===== config.mk =====
export PLATFORM = sky130hd
export DESIGN_NAME = touch_expander_irq_core
export DESIGN_NICKNAME = d
export VERILOG_FILES = /design/src/touch_irq_pkg.sv /design/src/pin_flag_bank.sv /design/src/touch_expander_irq_core.sv
export VERILOG_INCLUDE_DIRS = /design/src
export SDC_FILE = /design/constraint.sdc
export NUM_CORES = 1
export LEC_CHECK = 0
export BUFFER_PORTS_ARGS = -buffer_cell sky130_fd_sc_hd__buf_4
export CAP_MARGIN = 10
export CORE_MARGIN = 2
export CORE_UTILIZATION = 45
export CTS_CLUSTER_SIZE = 25
export DETAILED_ROUTE_END_ITERATION = 10
export PLACE_DENSITY = 0.71
export SLEW_MARGIN = 5
export SYNTH_ARGS = -nofsm -noshare
export SYNTH_HDL_FRONTEND = slang
export SYNTH_SLANG_ARGS = --single-unit

===== constraint.sdc =====
create_clock -name ref_clk_i -period 2.89 [get_ports ref_clk_i]
set_input_delay 0.867 -clock ref_clk_i [delete_from_list [all_inputs] [get_ports ref_clk_i]]
set_output_delay 0.867 -clock ref_clk_i [all_outputs]
set_load 0.005 [all_outputs]

===== src/touch_irq_map.svh =====
/*
 * Register offsets, field positions, reset values and timing counts of the
 * interrupt block. Assumes an 8-bit register address space.
 */
`ifndef TOUCH_IRQ_MAP_SVH
`define TOUCH_IRQ_MAP_SVH

`define IRQ_CTRL_ADDR        8'h09
`define IRQ_SOURCE_EN_ADDR   8'h0A
`define IRQ_SOURCE_STA_ADDR  8'h0B
`define PIN_IRQ_MASK_ADDR    8'h0C
`define PIN_IRQ_FLAGS_ADDR   8'h0D

`define IRQ_CTRL_RESET       3'h0
`define IRQ_SOURCE_EN_RESET  8'h00
`define IRQ_SOURCE_STA_RESET 8'h10
`define PIN_IRQ_MASK_RESET   8'h10
`define PIN_IRQ_FLAGS_RESET  8'h00

`define CTRL_GLOBAL_BIT      0
`define CTRL_TYPE_BIT        1
`define CTRL_POLARITY_BIT    2

`define SRC_PIN_BIT          7
`define SRC_CONV_BIT         6
`define SRC_RESERVED_BIT     5
`define SRC_EMPTY_BIT        4
`define SRC_FULL_BIT         3
`define SRC_OVERRUN_BIT      2
`define SRC_LEVEL_BIT        1
`define SRC_CONTACT_BIT      0

`define CLK_MHZ              25
`define EDGE_PULSE_NS        1000
`define EDGE_PULSE_CYCLES    ((`EDGE_PULSE_NS * `CLK_MHZ + 999) / 1000)

`endif


===== src/touch_irq_pkg.sv =====
/*
 * Types shared by the interrupt block.
 * Assumes touch_irq_map.svh supplies the numeric constants.
 */
package touch_irq_pkg;

    typedef logic [7:0] reg_byte_t;
    typedef logic [4:0] pulse_cnt_t;

    typedef enum logic [1:0]
    {
        PIN_IDLE  = 2'b00,
        PIN_LEVEL = 2'b01,
        PIN_PULSE = 2'b10
    } pin_state_e;

endpackage : touch_irq_pkg


===== src/pin_flag_bank.sv =====
/*
 * Per-pin sticky interrupt flags with write-one-to-clear.
 * Assumes event pulses and clear mask arrive on the same clock.
 */
`timescale 1ns/10ps
module pin_flag_bank
    import touch_irq_pkg::*;
(
    input  wire logic      clk_i,
    input  wire logic      rst_n_i,
    input  wire reg_byte_t evt_i,
    input  wire reg_byte_t clr_i,
    output reg_byte_t      flags_o
);
`include "touch_irq_map.svh"

    reg_byte_t flag_reg;
    reg_byte_t flag_next;

    genvar g;
    generate
        for (g = 0; g < 8; g = g + 1)
        begin : g_flag
            // Flags follow their events regardless of the mask; set beats clear
            always_comb
            begin
                flag_next[g] = evt_i[g] | (flag_reg[g] & ~clr_i[g]);
            end
        end
    endgenerate

    always_ff @(posedge clk_i or negedge rst_n_i)
    begin
        if (!rst_n_i)
            flag_reg <= `PIN_IRQ_FLAGS_RESET;
        else
            flag_reg <= flag_next;
    end

    assign flags_o = flag_reg;

endmodule : pin_flag_bank


===== src/touch_expander_irq_core.sv =====
/*
 * Two-tier interrupt block: source enables, sticky source status, per-pin
 * mask and flags, global gate and pin signalling type/polarity.
 * Assumes a serial interface decoder issues single-cycle register read and
 * write strobes, and that all event inputs are same-clock one-cycle pulses.
 */
`timescale 1ns/10ps
module touch_expander_irq_core
    import touch_irq_pkg::*;
(
    input  wire logic      ref_clk_i,
    input  wire logic      arst_n_i,
    input  wire reg_byte_t reg_addr_i,
    input  wire reg_byte_t reg_wdata_i,
    input  wire logic      reg_wr_i,
    input  wire logic      reg_rd_i,
    output reg_byte_t      reg_rdata_o,
    input  wire logic      contact_sensed_evt_i,
    input  wire logic      queue_empty_evt_i,
    input  wire logic      queue_full_evt_i,
    input  wire logic      queue_overrun_evt_i,
    input  wire logic      conv_evt_i,
    input  wire reg_byte_t pin_evt_i,
    input  wire reg_byte_t queue_fill_i,
    input  wire reg_byte_t queue_threshold_i,
    output logic           irq_o
);
`include "touch_irq_map.svh"

    localparam pulse_cnt_t PULSE_LEN = pulse_cnt_t'(`EDGE_PULSE_CYCLES);

    logic       rst_s1_reg;
    logic       rst_n_reg;

    always_ff @(posedge ref_clk_i or negedge arst_n_i)
    begin
        if (!arst_n_i)
        begin
            rst_s1_reg <= 1'b0;
            rst_n_reg  <= 1'b0;
        end
        else
        begin
            rst_s1_reg <= 1'b1;
            rst_n_reg  <= rst_s1_reg;
        end
    end

    logic [2:0] ctrl_reg;
    logic [2:0] ctrl_next;
    reg_byte_t  src_en_reg;
    reg_byte_t  src_en_next;
    reg_byte_t  src_sta_reg;
    reg_byte_t  src_sta_next;
    reg_byte_t  pin_mask_reg;
    reg_byte_t  pin_mask_next;
    logic       level_armed_reg;
    logic       level_armed_next;
    reg_byte_t  rdata_reg;
    reg_byte_t  rdata_next;
    reg_byte_t  src_evt;
    reg_byte_t  sta_clr;
    reg_byte_t  pin_clr;
    reg_byte_t  pin_flags;
    logic       level_hit;

    pin_flag_bank u_pin_flags
    (
        .clk_i   (ref_clk_i),
        .rst_n_i (rst_n_reg),
        .evt_i   (pin_evt_i),
        .clr_i   (pin_clr),
        .flags_o (pin_flags)
    );

    always_comb
    begin
        ctrl_next     = ctrl_reg;
        src_en_next   = src_en_reg;
        pin_mask_next = pin_mask_reg;
        sta_clr       = 8'h00;
        pin_clr       = 8'h00;
        if (reg_wr_i)
        begin
            case (reg_addr_i)
                `IRQ_CTRL_ADDR:       ctrl_next     = reg_wdata_i[2:0];
                `IRQ_SOURCE_EN_ADDR:  src_en_next   = reg_wdata_i;
                `IRQ_SOURCE_STA_ADDR: sta_clr       = reg_wdata_i;
                `PIN_IRQ_MASK_ADDR:   pin_mask_next = reg_wdata_i;
                `PIN_IRQ_FLAGS_ADDR:  pin_clr       = reg_wdata_i;
                default:              sta_clr       = 8'h00;
            endcase
        end
        src_en_next[`SRC_RESERVED_BIT] = 1'b0;
    end

    // Threshold status fires once per crossing, not while the level sits high
    always_comb
    begin
        level_hit        = level_armed_reg && (queue_fill_i == queue_threshold_i);
        level_armed_next = level_armed_reg;
        if (level_hit)
            level_armed_next = 1'b0;
        else if (queue_fill_i < queue_threshold_i)
            level_armed_next = 1'b1;
    end

    always_comb
    begin
        src_evt                    = 8'h00;
        src_evt[`SRC_PIN_BIT]      = |(pin_evt_i & pin_mask_reg);
        src_evt[`SRC_CONV_BIT]     = conv_evt_i;
        src_evt[`SRC_EMPTY_BIT]    = queue_empty_evt_i;
        src_evt[`SRC_FULL_BIT]     = queue_full_evt_i;
        src_evt[`SRC_OVERRUN_BIT]  = queue_overrun_evt_i;
        src_evt[`SRC_LEVEL_BIT]    = level_hit;
        src_evt[`SRC_CONTACT_BIT]  = contact_sensed_evt_i;
        // Latched whatever the enables say; a new event beats a same-cycle clear
        src_sta_next = src_evt | (src_sta_reg & ~sta_clr);
    end

    always_comb
    begin
        rdata_next = rdata_reg;
        if (reg_rd_i)
        begin
            case (reg_addr_i)
                `IRQ_CTRL_ADDR:       rdata_next = {5'h00, ctrl_reg};
                `IRQ_SOURCE_EN_ADDR:  rdata_next = src_en_reg;
                `IRQ_SOURCE_STA_ADDR: rdata_next = src_sta_reg;
                `PIN_IRQ_MASK_ADDR:   rdata_next = pin_mask_reg;
                `PIN_IRQ_FLAGS_ADDR:  rdata_next = pin_flags;
                default:              rdata_next = 8'h00;
            endcase
        end
    end

    always_ff @(posedge ref_clk_i or negedge rst_n_reg)
    begin
        if (!rst_n_reg)
        begin
            ctrl_reg        <= `IRQ_CTRL_RESET;
            src_en_reg      <= `IRQ_SOURCE_EN_RESET;
            src_sta_reg     <= `IRQ_SOURCE_STA_RESET;
            pin_mask_reg    <= `PIN_IRQ_MASK_RESET;
            level_armed_reg <= 1'b1;
            rdata_reg       <= 8'h00;
        end
        else
        begin
            ctrl_reg        <= ctrl_next;
            src_en_reg      <= src_en_next;
            src_sta_reg     <= src_sta_next;
            pin_mask_reg    <= pin_mask_next;
            level_armed_reg <= level_armed_next;
            rdata_reg       <= rdata_next;
        end
    end

    // Interrupt pin signalling
    pin_state_e pin_state_reg;
    pin_state_e pin_state_next;
    pulse_cnt_t pulse_cnt_reg;
    pulse_cnt_t pulse_cnt_next;
    logic       pending_reg;
    logic       pending;
    logic       irq_reg;
    logic       irq_next;
    logic       active;

    always_comb
    begin
        pending        = ctrl_reg[`CTRL_GLOBAL_BIT] && |(src_sta_reg & src_en_reg);
        pin_state_next = pin_state_reg;
        pulse_cnt_next = pulse_cnt_reg;
        active         = 1'b0;
        case (pin_state_reg)
            PIN_IDLE:
            begin
                if (pending && !ctrl_reg[`CTRL_TYPE_BIT])
                    pin_state_next = PIN_LEVEL;
                else if (pending && !pending_reg)
                begin
                    pin_state_next = PIN_PULSE;
                    pulse_cnt_next = PULSE_LEN;
                end
            end
            PIN_LEVEL:
            begin
                active = pending;
                if (!pending || ctrl_reg[`CTRL_TYPE_BIT])
                    pin_state_next = PIN_IDLE;
            end
            PIN_PULSE:
            begin
                // A dropped global gate cuts the pulse short
                active         = ctrl_reg[`CTRL_GLOBAL_BIT];
                pulse_cnt_next = pulse_cnt_reg - 5'h01;
                if (pulse_cnt_reg == 5'h01 || !ctrl_reg[`CTRL_GLOBAL_BIT])
                    pin_state_next = PIN_IDLE;
            end
            default:
                pin_state_next = PIN_IDLE;
        endcase
        irq_next = active ~^ ctrl_reg[`CTRL_POLARITY_BIT];
    end

    always_ff @(posedge ref_clk_i or negedge rst_n_reg)
    begin
        if (!rst_n_reg)
        begin
            pin_state_reg <= PIN_IDLE;
            pulse_cnt_reg <= 5'h00;
            pending_reg   <= 1'b0;
            // Reset polarity is active low, so the idle level is high; a low pin here would look like an interrupt
            irq_reg       <= 1'b1;
        end
        else
        begin
            pin_state_reg <= pin_state_next;
            pulse_cnt_reg <= pulse_cnt_next;
            pending_reg   <= pending;
            irq_reg       <= irq_next;
        end
    end

    assign reg_rdata_o = rdata_reg;
    assign irq_o       = irq_reg;

endmodule : touch_expander_irq_core


==> reports/summary.log, run 1 <==
qor: layout.final_layout_size_suffix_gt1_frac 0.322
qor: drt.dr.pass1.iters 4
qor: sta.final.setup.worst_slack 0.713 ns
qor: synth.synthesis.instances 256
qor: drt.antenna_left 0
qor: layout.finish.utilization 0.580
qor: synth.mappedNetlistArea 2790 µm²
qor: sta.final_max_slew_viol_count 0
qor: drt.drt_wl_total 6310 µm
qor: setup_path.r2r_cells 6
qor: cts.cts.repair_timing.setup_buffer_count 0
qor: setup_path.timing.critical_path.to_type flip-flop
qor: layout.nNetsFinal 384
qor: setup_path.timing.critical_path.to ctrl_reg[1]
qor: placement.io_buffer_count 57
qor: floorplan.die-width 82.8 µm
qor: synth.synthesis.yosys.warnings 0
qor: cts.htree_levels 2
qor: synth.synth.avg_cell_area 10.9 µm²
qor: power_and_ir_drop.ir_worst_vdd 0.371 mV
qor: sta.fin_worst_skew 0.00703 ns
qor: synth.number_of_flops_mapped_to_enable_cells_by_yosys 0
qor: setup_path.worstSetupStartpointType primary input
qor: worst_hold_path.worstHoldPathType reg2async
qor: synth.synth_fp_nets 318
qor: setup_path.arrival 2.37 ns
qor: run_status.run_status complete, no violations
qor: global_routing.first_global_vias 2207
qor: setup_path.ff2ff_setup_slack 0.84 ns
qor: floorplan.die_h 82.8 µm
qor: drt.drt-vias-per-instance 5.57
qor: sta.grt_setup_unrepaired no
qor: synth.synth_async_reset_ratio 1.00
qor: layout.fill_count 556
qor: sta.finalSetupTns 0 ns
qor: synth.synth.distinct_cells 48
qor: layout.n_antenna_cell 0
qor: sta.fmax 459 MHz
qor: cts.cts.root.buffer_cell sky130_fd_sc_hd__clkbuf_8
qor: sta.hold_ws 0.233 ns
qor: global_routing.grt-ovfl-total 0
qor: setup_path.critical_path.reg2reg.startpoint pin_state_reg[0]
qor: cts.cts_tree built
qor: power_and_ir_drop.pwr_density_cell 434 nW/µm²
qor: synth.ys.flop_type sky130_fd_sc_hd__dfrtp_1
qor: run.max_cap_viol_count 0
qor: placement.gp_congestion 0.887
qor: global_routing.largest_net_degree_at_the_start_of_global_routing 31
qor: cts.hold_buffers 0
qor: floorplan.dieArea 6850 µm²
qor: floorplan.initial_core_util 0.469
qor: drt.wire_per_inst 15.9 µm
qor: floorplan.core_region_area 5960 µm²
qor: placement.place_hpwl 4970 µm
qor: sta.slew-limit-headroom 0.575
qor: drt.vias 2215
qor: setup_path.setup.worst_path.class in2reg
qor: power_and_ir_drop.seq_power_share 0.541
qor: floorplan.boundaryPins 58
qor: cts.cts_inserted_buffers 5
qor: setup_path.worst-endpoint-required 3.09 ns
qor: sta.fin_crit_sh 0.753
qor: power_and_ir_drop.power.combinational.fraction 0.138
qor: global_routing.grt_first_pass_wirelength 10600 µm
qor: cts.worst_skew_pair.late_latency 0.31 ns
qor: cts.clock_path_buffers 2
qor: setup_path.worstSetupStartpoint reg_addr_i[5]
qor: sta.finalSetupViolations 0
qor: setup_path.timing.rr.end pulse_cnt_reg[2]
qor: cts.post_cts_resize_count 0
qor: drt.remaining_drc_errors 0
qor: layout.finish.cell_count_without_fillers 398
qor: global_routing.initial_antenna_violation_count 0
qor: sta.final_period_minus_worst_setup_slack 2.18 ns
qor: setup_path.crit_fanout 3
qor: drt.drt_iter0_drc 99
qor: synth.synth-seq-area-share 0.486
qor: synth.ys_ff_latch 54
qor: power_and_ir_drop.clock_power_share 0.322
qor: placement.pre_cts_slack 0.388 ns
qor: power_and_ir_drop.power.internal 1.13 mW
qor: layout.layout.cells.most_common sky130_fd_sc_hd__buf_4
qor: layout.areaGrowthSynthToFinish 23.7%
qor: layout.most-common-layout-cells sky130_fd_sc_hd__buf_4 (63), sky130_fd_sc_hd__dfrtp_1 (49), sky130_fd_sc_hd__nand2_1 (25)
qor: sta.worst_slew_pin_slew 0.637 ns
qor: placement.place_inst 390
qor: floorplan.core.rowCount 28
qor: sta.hold_violations 0
qor: power_and_ir_drop.power_switching_share 0.244
qor: power_and_ir_drop.p_leak 1.57 nW
qor: global_routing.grtUsageTotal 0.208
qor: cts.clock_sinks 54
qor: cts.path_clk_slew 0.09 ns
qor: power_and_ir_drop.switchingPower 366 µW
-- per-layer routing --
layer	part of all wire	wire [µm]	GRT usage
met5	0	0	0
met4	0.0052	33	0.0656
met3	0.058	365	0.0413
met2	0.47	3000	0.339
met1	0.46	2920	0.281
-- cells by family (layout without fill, tap and decap cells) --
| group | after synthesis | after routing | synth area share |
|---|---|---|---|
| AO/OA/AOI/OAI | 72 | 72 | 0.187 |
| AND/OR/NAND/NOR | 60 | 60 | 0.112 |
| flip-flops | 54 | 54 | 0.486 |
| multiplexers | 29 | 29 | 0.117 |
| buffers and inverters | 26 | 93 | 0.0354 |
| adder cells (fa/ha/maj) | 13 | 13 | 0.0583 |
| other | 1 | 1 | 0.00134 |
| XOR/XNOR | 1 | 1 | 0.00314 |
-- Yosys cell counts (all sizes together) (2+ instances only) --
cell type  instances  share of area
nand2             25          0.034
o21ai              9          0.016
mux2              21          0.089
o22ai              7          0.016
and3               2         0.0045
inv               22          0.030
dfstp              4          0.038
o311ai             2         0.0063
ha                13          0.058
clkbuf             3         0.0040
a22oi              4          0.011
a211oi             2         0.0054
or4                2         0.0081
a22o               5          0.016
dfrtp             50           0.45
nor2b              7          0.016
a21o              16          0.043
nor2               8          0.013
nor3               2         0.0036
a31oi              2         0.0045
a21boi             2         0.0054
nand4              3         0.0067
a32oi              3         0.0094
o22a               4          0.013
a21oi              6          0.011
mux2i              8          0.029
o21a               3         0.0081
nand3              4         0.0072
nand3b             2         0.0054
nand2b             2         0.0045
-- power groups by stage --
stage	Clock (mW)	Sequential (mW)	Combinational (mW)
after global placement	0	0.825	0.201
final	0.482	0.811	0.206
after detailed placement	0	0.826	0.207
after floorplan	0	0.821	0.111
after global routing	0.528	0.816	0.233
after CTS	0.495	0.811	0.207
-- critical path: stages --
cell                     delay [ns]
sky130_fd_sc_hd__buf_4         0.12
sky130_fd_sc_hd__or4_4         0.54
sky130_fd_sc_hd__or4_4         0.53
sky130_fd_sc_hd__mux2_4        0.31
-- cell type report --
class,count,area [µm²],area share
sequential,54,1360,0.393
multi-input combinational,176,1340,0.387
timing repair buffer,63,473,0.137
clock buffer,8,110,0.0319
tap,75,93.8,0.0272
inverter,22,82.6,0.0239
-- how the worst min path moves through the flow --
stage,start,to,depth (start not counted)
after detailed placement,rst_n_reg,u_pin_flags.flags_o[0],0
final,rst_n_reg,u_pin_flags.flags_o[0],0
after global placement,rst_n_reg,u_pin_flags.flags_o[0],0
after CTS,rst_n_reg,pin_state_reg[1],0
after global routing,arst_n_i,rst_n_reg,1
after floorplan,rst_s1_reg,rst_n_reg,0
-- through the flow --
| stage | total power [mW] | area, µm² |
|---|---|---|
| detailed placement | 1.03 | 3340 |
| global placement | 1.03 | 3340 |
| finish | 1.50 | 3450 |
| floorplan | 0.932 | 2790 |
| global route | 1.58 | 3450 |
| CTS | 1.51 | 3450 |
Power figures use the tool's default switching activity.
==> run 2: changes to the inputs <==
==> constraint.sdc (replaced) <==
create_clock -name ref_clk_i -period 2.23 [get_ports ref_clk_i]
set_input_delay 0.669 -clock ref_clk_i [delete_from_list [all_inputs] [get_ports ref_clk_i]]
set_output_delay 0.669 -clock ref_clk_i [all_outputs]
set_load 0.005 [all_outputs]
==> reports/summary.log, run 2 (synthesized netlist as in run 1, its figures left out) <==
qor: power_and_ir_drop.ir_worst_vdd 0.482 mV [was 0.371 mV]
qor: run_status.run_status complete, no violations [unchanged]
qor: drt.antenna_left 0 [unchanged]
qor: global_routing.first_global_vias 2212 [was 2207]
qor: global_routing.grt_first_pass_wirelength 10500 µm [was 10600 µm]
qor: layout.nNetsFinal 394 [was 384]
qor: setup_path.critical_path_cell_by_cell a222oi_1, a31o_2, o22ai_1, o21ai_0, mux2_2 [was buf_4, or4_4, or4_4, mux2_4]
qor: sta.grt_setup_unrepaired no [unchanged]
qor: cts.cts.repair_timing.setup_buffer_count 0 [unchanged]
qor: power_and_ir_drop.pwr_density_cell 557 nW/µm² [was 434 nW/µm²]
qor: cts.post_cts_resize_count 0 [unchanged]
qor: drt.vias 2252 [was 2215]
qor: placement.place_inst 400 [was 390]
qor: setup_path.crit_fanout 9 [was 3]
qor: power_and_ir_drop.finalPower 1.97 mW [was 1.50 mW]
qor: sta.hold_violations 0 [unchanged]
qor: sta.final.setup.worst_slack 0.219 ns [was 0.713 ns]
qor: sta.final_period_minus_worst_setup_slack 2.01 ns
qor: sta.fin_crit_sh 0.902
qor: floorplan.initial_core_util 0.469 [unchanged]
qor: sta.fin_worst_skew 0.0106 ns [was 0.00703 ns]
qor: drt.wire_per_inst 15.7 µm [was 15.9 µm]
qor: floorplan.core_region_area 5960 µm² [unchanged]
qor: global_routing.grtUsageTotal 0.202 [was 0.208]
qor: floorplan.dieArea 6850 µm² [unchanged]
qor: layout.fill_count 512 [was 556]
qor: floorplan.boundaryPins 58 [unchanged]
qor: power_and_ir_drop.power.combinational.fraction 0.143 [was 0.138]
qor: setup_path.setup.worst_path.class reg2reg [was in2reg]
qor: worst_hold_path.worstHoldPathType in2async [was reg2async]
qor: layout.most-common-layout-cells sky130_fd_sc_hd__buf_4 (72), sky130_fd_sc_hd__dfrtp_1 (49), sky130_fd_sc_hd__nand2_1 (25) [was sky130_fd_sc_hd__buf_4 (63), sky130_fd_sc_hd__dfrtp_1 (49), sky130_fd_sc_hd__nand2_1 (25)]
qor: power_and_ir_drop.seq_power_share 0.533 [was 0.541]
qor: layout.n_antenna_cell 0 [unchanged]
qor: sta.worst_slew_pin_slew 0.617 ns [was 0.637 ns]
qor: sta.slew-limit-headroom 0.589 [was 0.575]
qor: cts.worst_skew_pair.late_latency 0.30 ns [was 0.31 ns]
qor: floorplan.core.rowCount 28 [unchanged]
qor: drt.dr.pass1.iters 4 [unchanged]
qor: drt.remaining_drc_errors 0 [unchanged]
qor: setup_path.worst-endpoint-required 2.41 ns [was 3.09 ns]
qor: global_routing.initial_antenna_violation_count 0 [unchanged]
qor: power_and_ir_drop.switchingPower 473 µW [was 366 µW]
qor: floorplan.die_h 82.8 µm [unchanged]
qor: setup_path.worstSetupStartpoint src_sta_reg[4] [was reg_addr_i[5]]
qor: setup_path.worstSetupStartpointType flip-flop [was primary input]
qor: power_and_ir_drop.clock_power_share 0.324 [was 0.322]
qor: sta.finalSetupViolations 0 [unchanged]
qor: placement.pre_cts_slack -0.0697 ns [was 0.388 ns]
qor: layout.layout.cells.most_common sky130_fd_sc_hd__buf_4 [unchanged]
qor: setup_path.timing.critical_path.max_delay_family compound AO/OA/AOI/OAI gates [was simple AND/OR/NAND/NOR gates]
qor: placement.io_buffer_count 57 [unchanged]
qor: setup_path.arrival 2.19 ns [was 2.37 ns]
qor: global_routing.largest_net_degree_at_the_start_of_global_routing 28 [was 31]
qor: drt.drt-vias-per-instance 5.52 [was 5.57]
qor: setup_path.critical_path.reg2reg.startpoint src_sta_reg[4] [was pin_state_reg[0]]
qor: placement.place_hpwl 5050 µm [was 4970 µm]
qor: cts.cts_inserted_buffers 5 [unchanged]
qor: drt.drt_wl_total 6390 µm [was 6310 µm]
qor: sta.final_max_slew_viol_count 0 [unchanged]
qor: placement.gp_congestion 0.860 [was 0.887]
qor: cts.clock_path_buffers 2 [unchanged]
qor: setup_path.critical-path-slowest-cell sky130_fd_sc_hd__dfstp_2 [was sky130_fd_sc_hd__or4_4]
qor: placement.dpl_cell_area 3430 µm² [was 3340 µm²]
qor: cts.path_clk_slew 0.10 ns [was 0.09 ns]
qor: cts.hold_buffers 0 [unchanged]
qor: drt.drt_iter0_drc 128 [was 99]
qor: power_and_ir_drop.power_switching_share 0.240 [was 0.244]
qor: cts.cts.root.buffer_cell sky130_fd_sc_hd__clkbuf_8 [unchanged]
qor: cts.cts_tree built [unchanged]
qor: layout.final_design_area_excluding_fillers 3540 µm² [was 3450 µm²]
qor: layout.final_layout_size_suffix_gt1_frac 0.339 [was 0.322]
qor: setup_path.critical_path.max_stage_delay 0.56 ns [was 0.54 ns]
qor: setup_path.worstPathBufferInverterCount 0 [was 1]
qor: setup_path.timing.critical_path.to_type flip-flop [unchanged]
qor: cts.htree_levels 2 [unchanged]
qor: global_routing.grt-ovfl-total 0 [unchanged]
qor: cts.clock_sinks 54 [unchanged]
qor: layout.areaGrowthSynthToFinish 26.8% [was 23.7%]
qor: sta.fmax 497 MHz
qor: run.max_cap_viol_count 0 [unchanged]
qor: floorplan.die-width 82.8 µm [unchanged]
qor: layout.finish.cell_count_without_fillers 408 [was 398]
qor: power_and_ir_drop.p_leak 1.61 nW [was 1.57 nW]
qor: sta.hold_ws 0.129 ns [was 0.233 ns]
qor: power_and_ir_drop.power.internal 1.50 mW [was 1.13 mW]
## run 2: cell types whose count changed in the layout (fill, tap and decap cells not counted), sizes merged
cell and delta:
clkbuf -2, clkinvlp +1, buf +10, bufinv +1
## run 2: through the flow
step	TNS, ns	util
2_1_floorplan	0	-
3_3_place_gp	-0.145	0.576
3_5_place_dp	-0.192	0.576
4_1_cts	0	0.595
5_1_grt	0	0.595
6_report	0	0.595
## run 2: final timing paths
path,to,slack [ns],cells past startpoint
hold reg to reg,pin_mask_reg[5],0.28,0
max in group asynchronous,irq_o,1.32,1
setup / recovery,pulse_cnt_reg[2],0.22,5
setup reg to reg,pulse_cnt_reg[2],0.22,5
min in group ref_clk_i,rst_n_reg,0.37,0
hold / removal,rst_n_reg,0.13,1
## run 2: power groups by stage
stage / sequential [mW] / clock (mW) / combinational, mW
after detailed placement: 1.07 / 0 / 0.281
final: 1.05 / 0.640 / 0.282
after CTS: 1.05 / 0.663 / 0.283
after floorplan: 1.06 / 0 / 0.144
after global placement: 1.07 / 0 / 0.271
after global routing: 1.06 / 0.707 / 0.313
## run 2: layout make-up
class	count	area [µm²]	area share
tap	75	93.8	0.0265
multi-input combinational	176	1340	0.377
inverter	22	82.6	0.0233
sequential	54	1360	0.383
timing repair buffer	73	561	0.158
clock buffer	6	72.6	0.0205
clock inverter	2	37.5	0.0106
## run 2: metal layers
metal | track usage | part of all wire | wire length, µm
met5 | 0 | 0 | 0
met4 | 0.0328 | 0.0044 | 28
met3 | 0.0380 | 0.042 | 269
met1 | 0.278 | 0.47 | 2990
met2 | 0.340 | 0.49 | 3110
## run 2: worst register-to-register path: cells and delay by family (launching register included)
kind	cells	cell delay (ns)
AOI/OAI and AO/OA	4	1.03
muxes	1	0.30
DFF	1	0.56
==> run 3: changes to the inputs <==
--- a/config.mk
+++ b/config.mk
@@ -9,11 +9,12 @@
 export BUFFER_PORTS_ARGS = -buffer_cell sky130_fd_sc_hd__buf_4
 export CAP_MARGIN = 10
 export CORE_MARGIN = 2
-export CORE_UTILIZATION = 45
+export CORE_UTILIZATION = 40
 export CTS_CLUSTER_SIZE = 25
 export DETAILED_ROUTE_END_ITERATION = 10
-export PLACE_DENSITY = 0.71
+export PLACE_DENSITY = 0.64
 export SLEW_MARGIN = 5
 export SYNTH_ARGS = -nofsm -noshare
 export SYNTH_HDL_FRONTEND = slang
 export SYNTH_SLANG_ARGS = --single-unit
+export TNS_END_PERCENT = 50
==> reports/summary.log, run 3 (synthesized netlist as in run 1, its figures left out) <==
qor: sta.grt_setup_unrepaired no [unchanged]
qor: layout.multi_input_comb_area 1340 µm² [unchanged]
qor: floorplan.die_h 87.5 µm [was 82.8 µm]
qor: drt.remaining_drc_errors 0 [unchanged]
qor: sta.fmax 487 MHz [was 497 MHz]
qor: power_and_ir_drop.p_leak 1.62 nW [was 1.61 nW]
qor: cts.cts.repair_timing.setup_buffer_count 0 [unchanged]
qor: setup_path.critical_path.reg2reg.startpoint src_sta_reg[4] [unchanged]
qor: placement.place_inst 408 [was 400]
qor: drt.drt-vias-per-instance 5.33 [was 5.52]
qor: layout.finish.utilization 0.526 [was 0.595]
qor: setup_path.timing.critical_path.to_type flip-flop [unchanged]
qor: drt.routed-wl-met2 3050 µm [was 3110 µm]
qor: sta.fin_worst_skew 0.00972 ns [was 0.0106 ns]
qor: cts.worst_skew_pair.late_latency 0.30 ns [about the same]
qor: setup_path.timing.critical_path.to pulse_cnt_reg[2] [unchanged]
qor: sta.final_period_minus_worst_setup_slack 2.05 ns [was 2.01 ns]
qor: setup_path.timing.rr.end pulse_cnt_reg[2] [unchanged]
qor: layout.finish.cell_count_without_fillers 416 [was 408]
qor: cts.path_clk_slew 0.09 ns [was 0.10 ns]
qor: placement.place_hpwl 5090 µm [was 5050 µm]
qor: cts.post_cts_resize_count 0 [unchanged]
qor: setup_path.arrival 2.24 ns [was 2.19 ns]
qor: setup_path.setup.worst_path.class reg2reg [unchanged]
qor: layout.n_antenna_cell 0 [unchanged]
qor: sta.finalSetupViolations 0 [unchanged]
qor: floorplan.boundaryPins 58 [unchanged]
qor: power_and_ir_drop.pwr_density_cell 552 nW/µm² [was 557 nW/µm²]
qor: run.max_cap_viol_count 0 [unchanged]
qor: global_routing.largest_net_degree_at_the_start_of_global_routing 35 [was 28]
qor: global_routing.grt_first_pass_wirelength 10900 µm [was 10500 µm]
qor: layout.areaGrowthSynthToFinish 27.4% [was 26.8%]
qor: sta.worst_slew_pin_slew 0.738 ns [was 0.617 ns]
qor: setup_path.worstSetupStartpointType flip-flop [unchanged]
qor: drt.dr.max_layer_used met4 [unchanged]
qor: cts.clock_sinks 54 [unchanged]
qor: global_routing.grt-ovfl-total 0 [unchanged]
qor: worst_hold_path.worstHoldPathType in2async [unchanged]
qor: setup_path.r2r_cells 5 [unchanged]
qor: sta.final_max_slew_viol_count 0 [unchanged]
qor: power_and_ir_drop.ir_worst_vdd 0.425 mV [was 0.482 mV]
qor: cts.htree_levels 2 [unchanged]
qor: cts.cts_inserted_buffers 5 [unchanged]
qor: setup_path.ff2ff_setup_slack 0.18 ns [was 0.22 ns]
qor: global_routing.grtUsageTotal 0.182 [was 0.202]
qor: floorplan.core.rowCount 30 [was 28]
qor: sta.fin_crit_sh 0.921 [was 0.902]
qor: global_routing.first_global_vias 2275 [was 2212]
qor: layout.fill_count 627 [was 512]
qor: sta.slew-limit-headroom 0.508 [was 0.589]
qor: drt.vias 2218 [was 2252]
qor: setup_path.crit_fanout 9 [unchanged]
qor: placement.gp_congestion 0.777 [was 0.860]
qor: floorplan.dieArea 7660 µm² [was 6850 µm²]
qor: run_status.run_status complete, no violations [unchanged]
qor: floorplan.initial_core_util 0.413 [was 0.469]
qor: cts.cts_tree built [unchanged]
qor: floorplan.core_region_area 6760 µm² [was 5960 µm²]
qor: drt.drt_wl_total 6430 µm [was 6390 µm]
qor: setup_path.worstSetupStartpoint src_sta_reg[4] [unchanged]
qor: drt.dr.pass1.iters 4 [unchanged]
qor: drt.wire_per_inst 15.4 µm [was 15.7 µm]
qor: global_routing.initial_antenna_violation_count 0 [unchanged]
qor: sta.hold_ws 0.123 ns [was 0.129 ns]
qor: cts.cts.root.buffer_cell sky130_fd_sc_hd__clkbuf_8 [unchanged]
qor: placement.io_buffer_count 57 [unchanged]
qor: layout.layout.cells.most_common sky130_fd_sc_hd__buf_4 [unchanged]
qor: drt.drt_iter0_drc 84 [was 128]
qor: sta.hold_violations 0 [unchanged]
qor: sta.finalSetupTns 0 ns [unchanged]
qor: layout.sequential_cell_area 1360 µm² [unchanged]
qor: drt.wirelength_met1 3050 µm [was 2990 µm]
qor: cts.hold_buffers 0 [unchanged]
qor: drt.antenna_left 0 [unchanged]
qor: setup_path.worst-endpoint-required 2.42 ns [was 2.41 ns]
qor: cts.clock_path_buffers 2 [unchanged]
qor: power_and_ir_drop.finalPower 1.96 mW [was 1.97 mW]
qor: layout.most-common-layout-cells sky130_fd_sc_hd__buf_4 (76), sky130_fd_sc_hd__dfrtp_1 (49), sky130_fd_sc_hd__nand2_1 (25) [was sky130_fd_sc_hd__buf_4 (72), sky130_fd_sc_hd__dfrtp_1 (49), sky130_fd_sc_hd__nand2_1 (25)]
qor: drt.detailroute.wirelength.met3 252 µm [was 269 µm]
qor: layout.nNetsFinal 397 [was 394]
qor: floorplan.die-width 87.5 µm [was 82.8 µm]
qor: layout.final_layout_size_suffix_gt1_frac 0.345 [was 0.339]
## run 3: stage by stage
step	worst slack [ns]	instance area, µm²
2_1_floorplan	0.0849	2790
3_3_place_gp	-0.0559	3450
3_5_place_dp	-0.0674	3450
4_1_cts	0.175	3560
5_1_grt	0.0472	3560
6_report	0.177	3560
## run 3: metal layers
layer	track usage	vias to the layer above
met5	0	-
met4	0.0434	0
met3	0.0339	7
met2	0.296	48
met1	0.252	1070
li1	-	1093
## run 3: worst min path at each step
| stage | slack, ns | cells after the start | to | startpoint |
|---|---|---|---|---|
| finish | 0.12 | 1 | rst_n_reg | arst_n_i |
| global route | 0.10 | 1 | rst_n_reg | arst_n_i |
| CTS | 0.12 | 1 | rst_n_reg | arst_n_i |
| detailed placement | 0.34 | 0 | rst_n_reg | rst_s1_reg |
| global placement | 0.34 | 0 | rst_n_reg | rst_s1_reg |
| floorplan | 0.33 | 0 | rst_n_reg | rst_s1_reg |
## run 3: power breakdown
group          internal [mW]  leakage, nW  switching, mW
Sequential              1.01        0.658         0.0414
Clock                  0.335       0.0514          0.303
Combinational          0.149        0.913          0.123
## run 3: critical path, stage by stage (launching register included)
cell and delay (ns):
sky130_fd_sc_hd__dfstp_2 0.57, sky130_fd_sc_hd__a222oi_1 0.11, sky130_fd_sc_hd__a31o_2 0.27, sky130_fd_sc_hd__o22ai_1 0.51, sky130_fd_sc_hd__o21ai_0 0.18, sky130_fd_sc_hd__mux2_2 0.30
## run 3: layout make-up
| class | instances | area share |
|---|---|---|
| clock buffers | 6 | 0.0204 |
| well taps | 80 | 0.0281 |
| flip-flops and latches | 54 | 0.382 |
| multi-input cells | 176 | 0.376 |
| repair buffers | 76 | 0.160 |
| inverters | 22 | 0.0232 |
| clock inverters | 2 | 0.0106 |
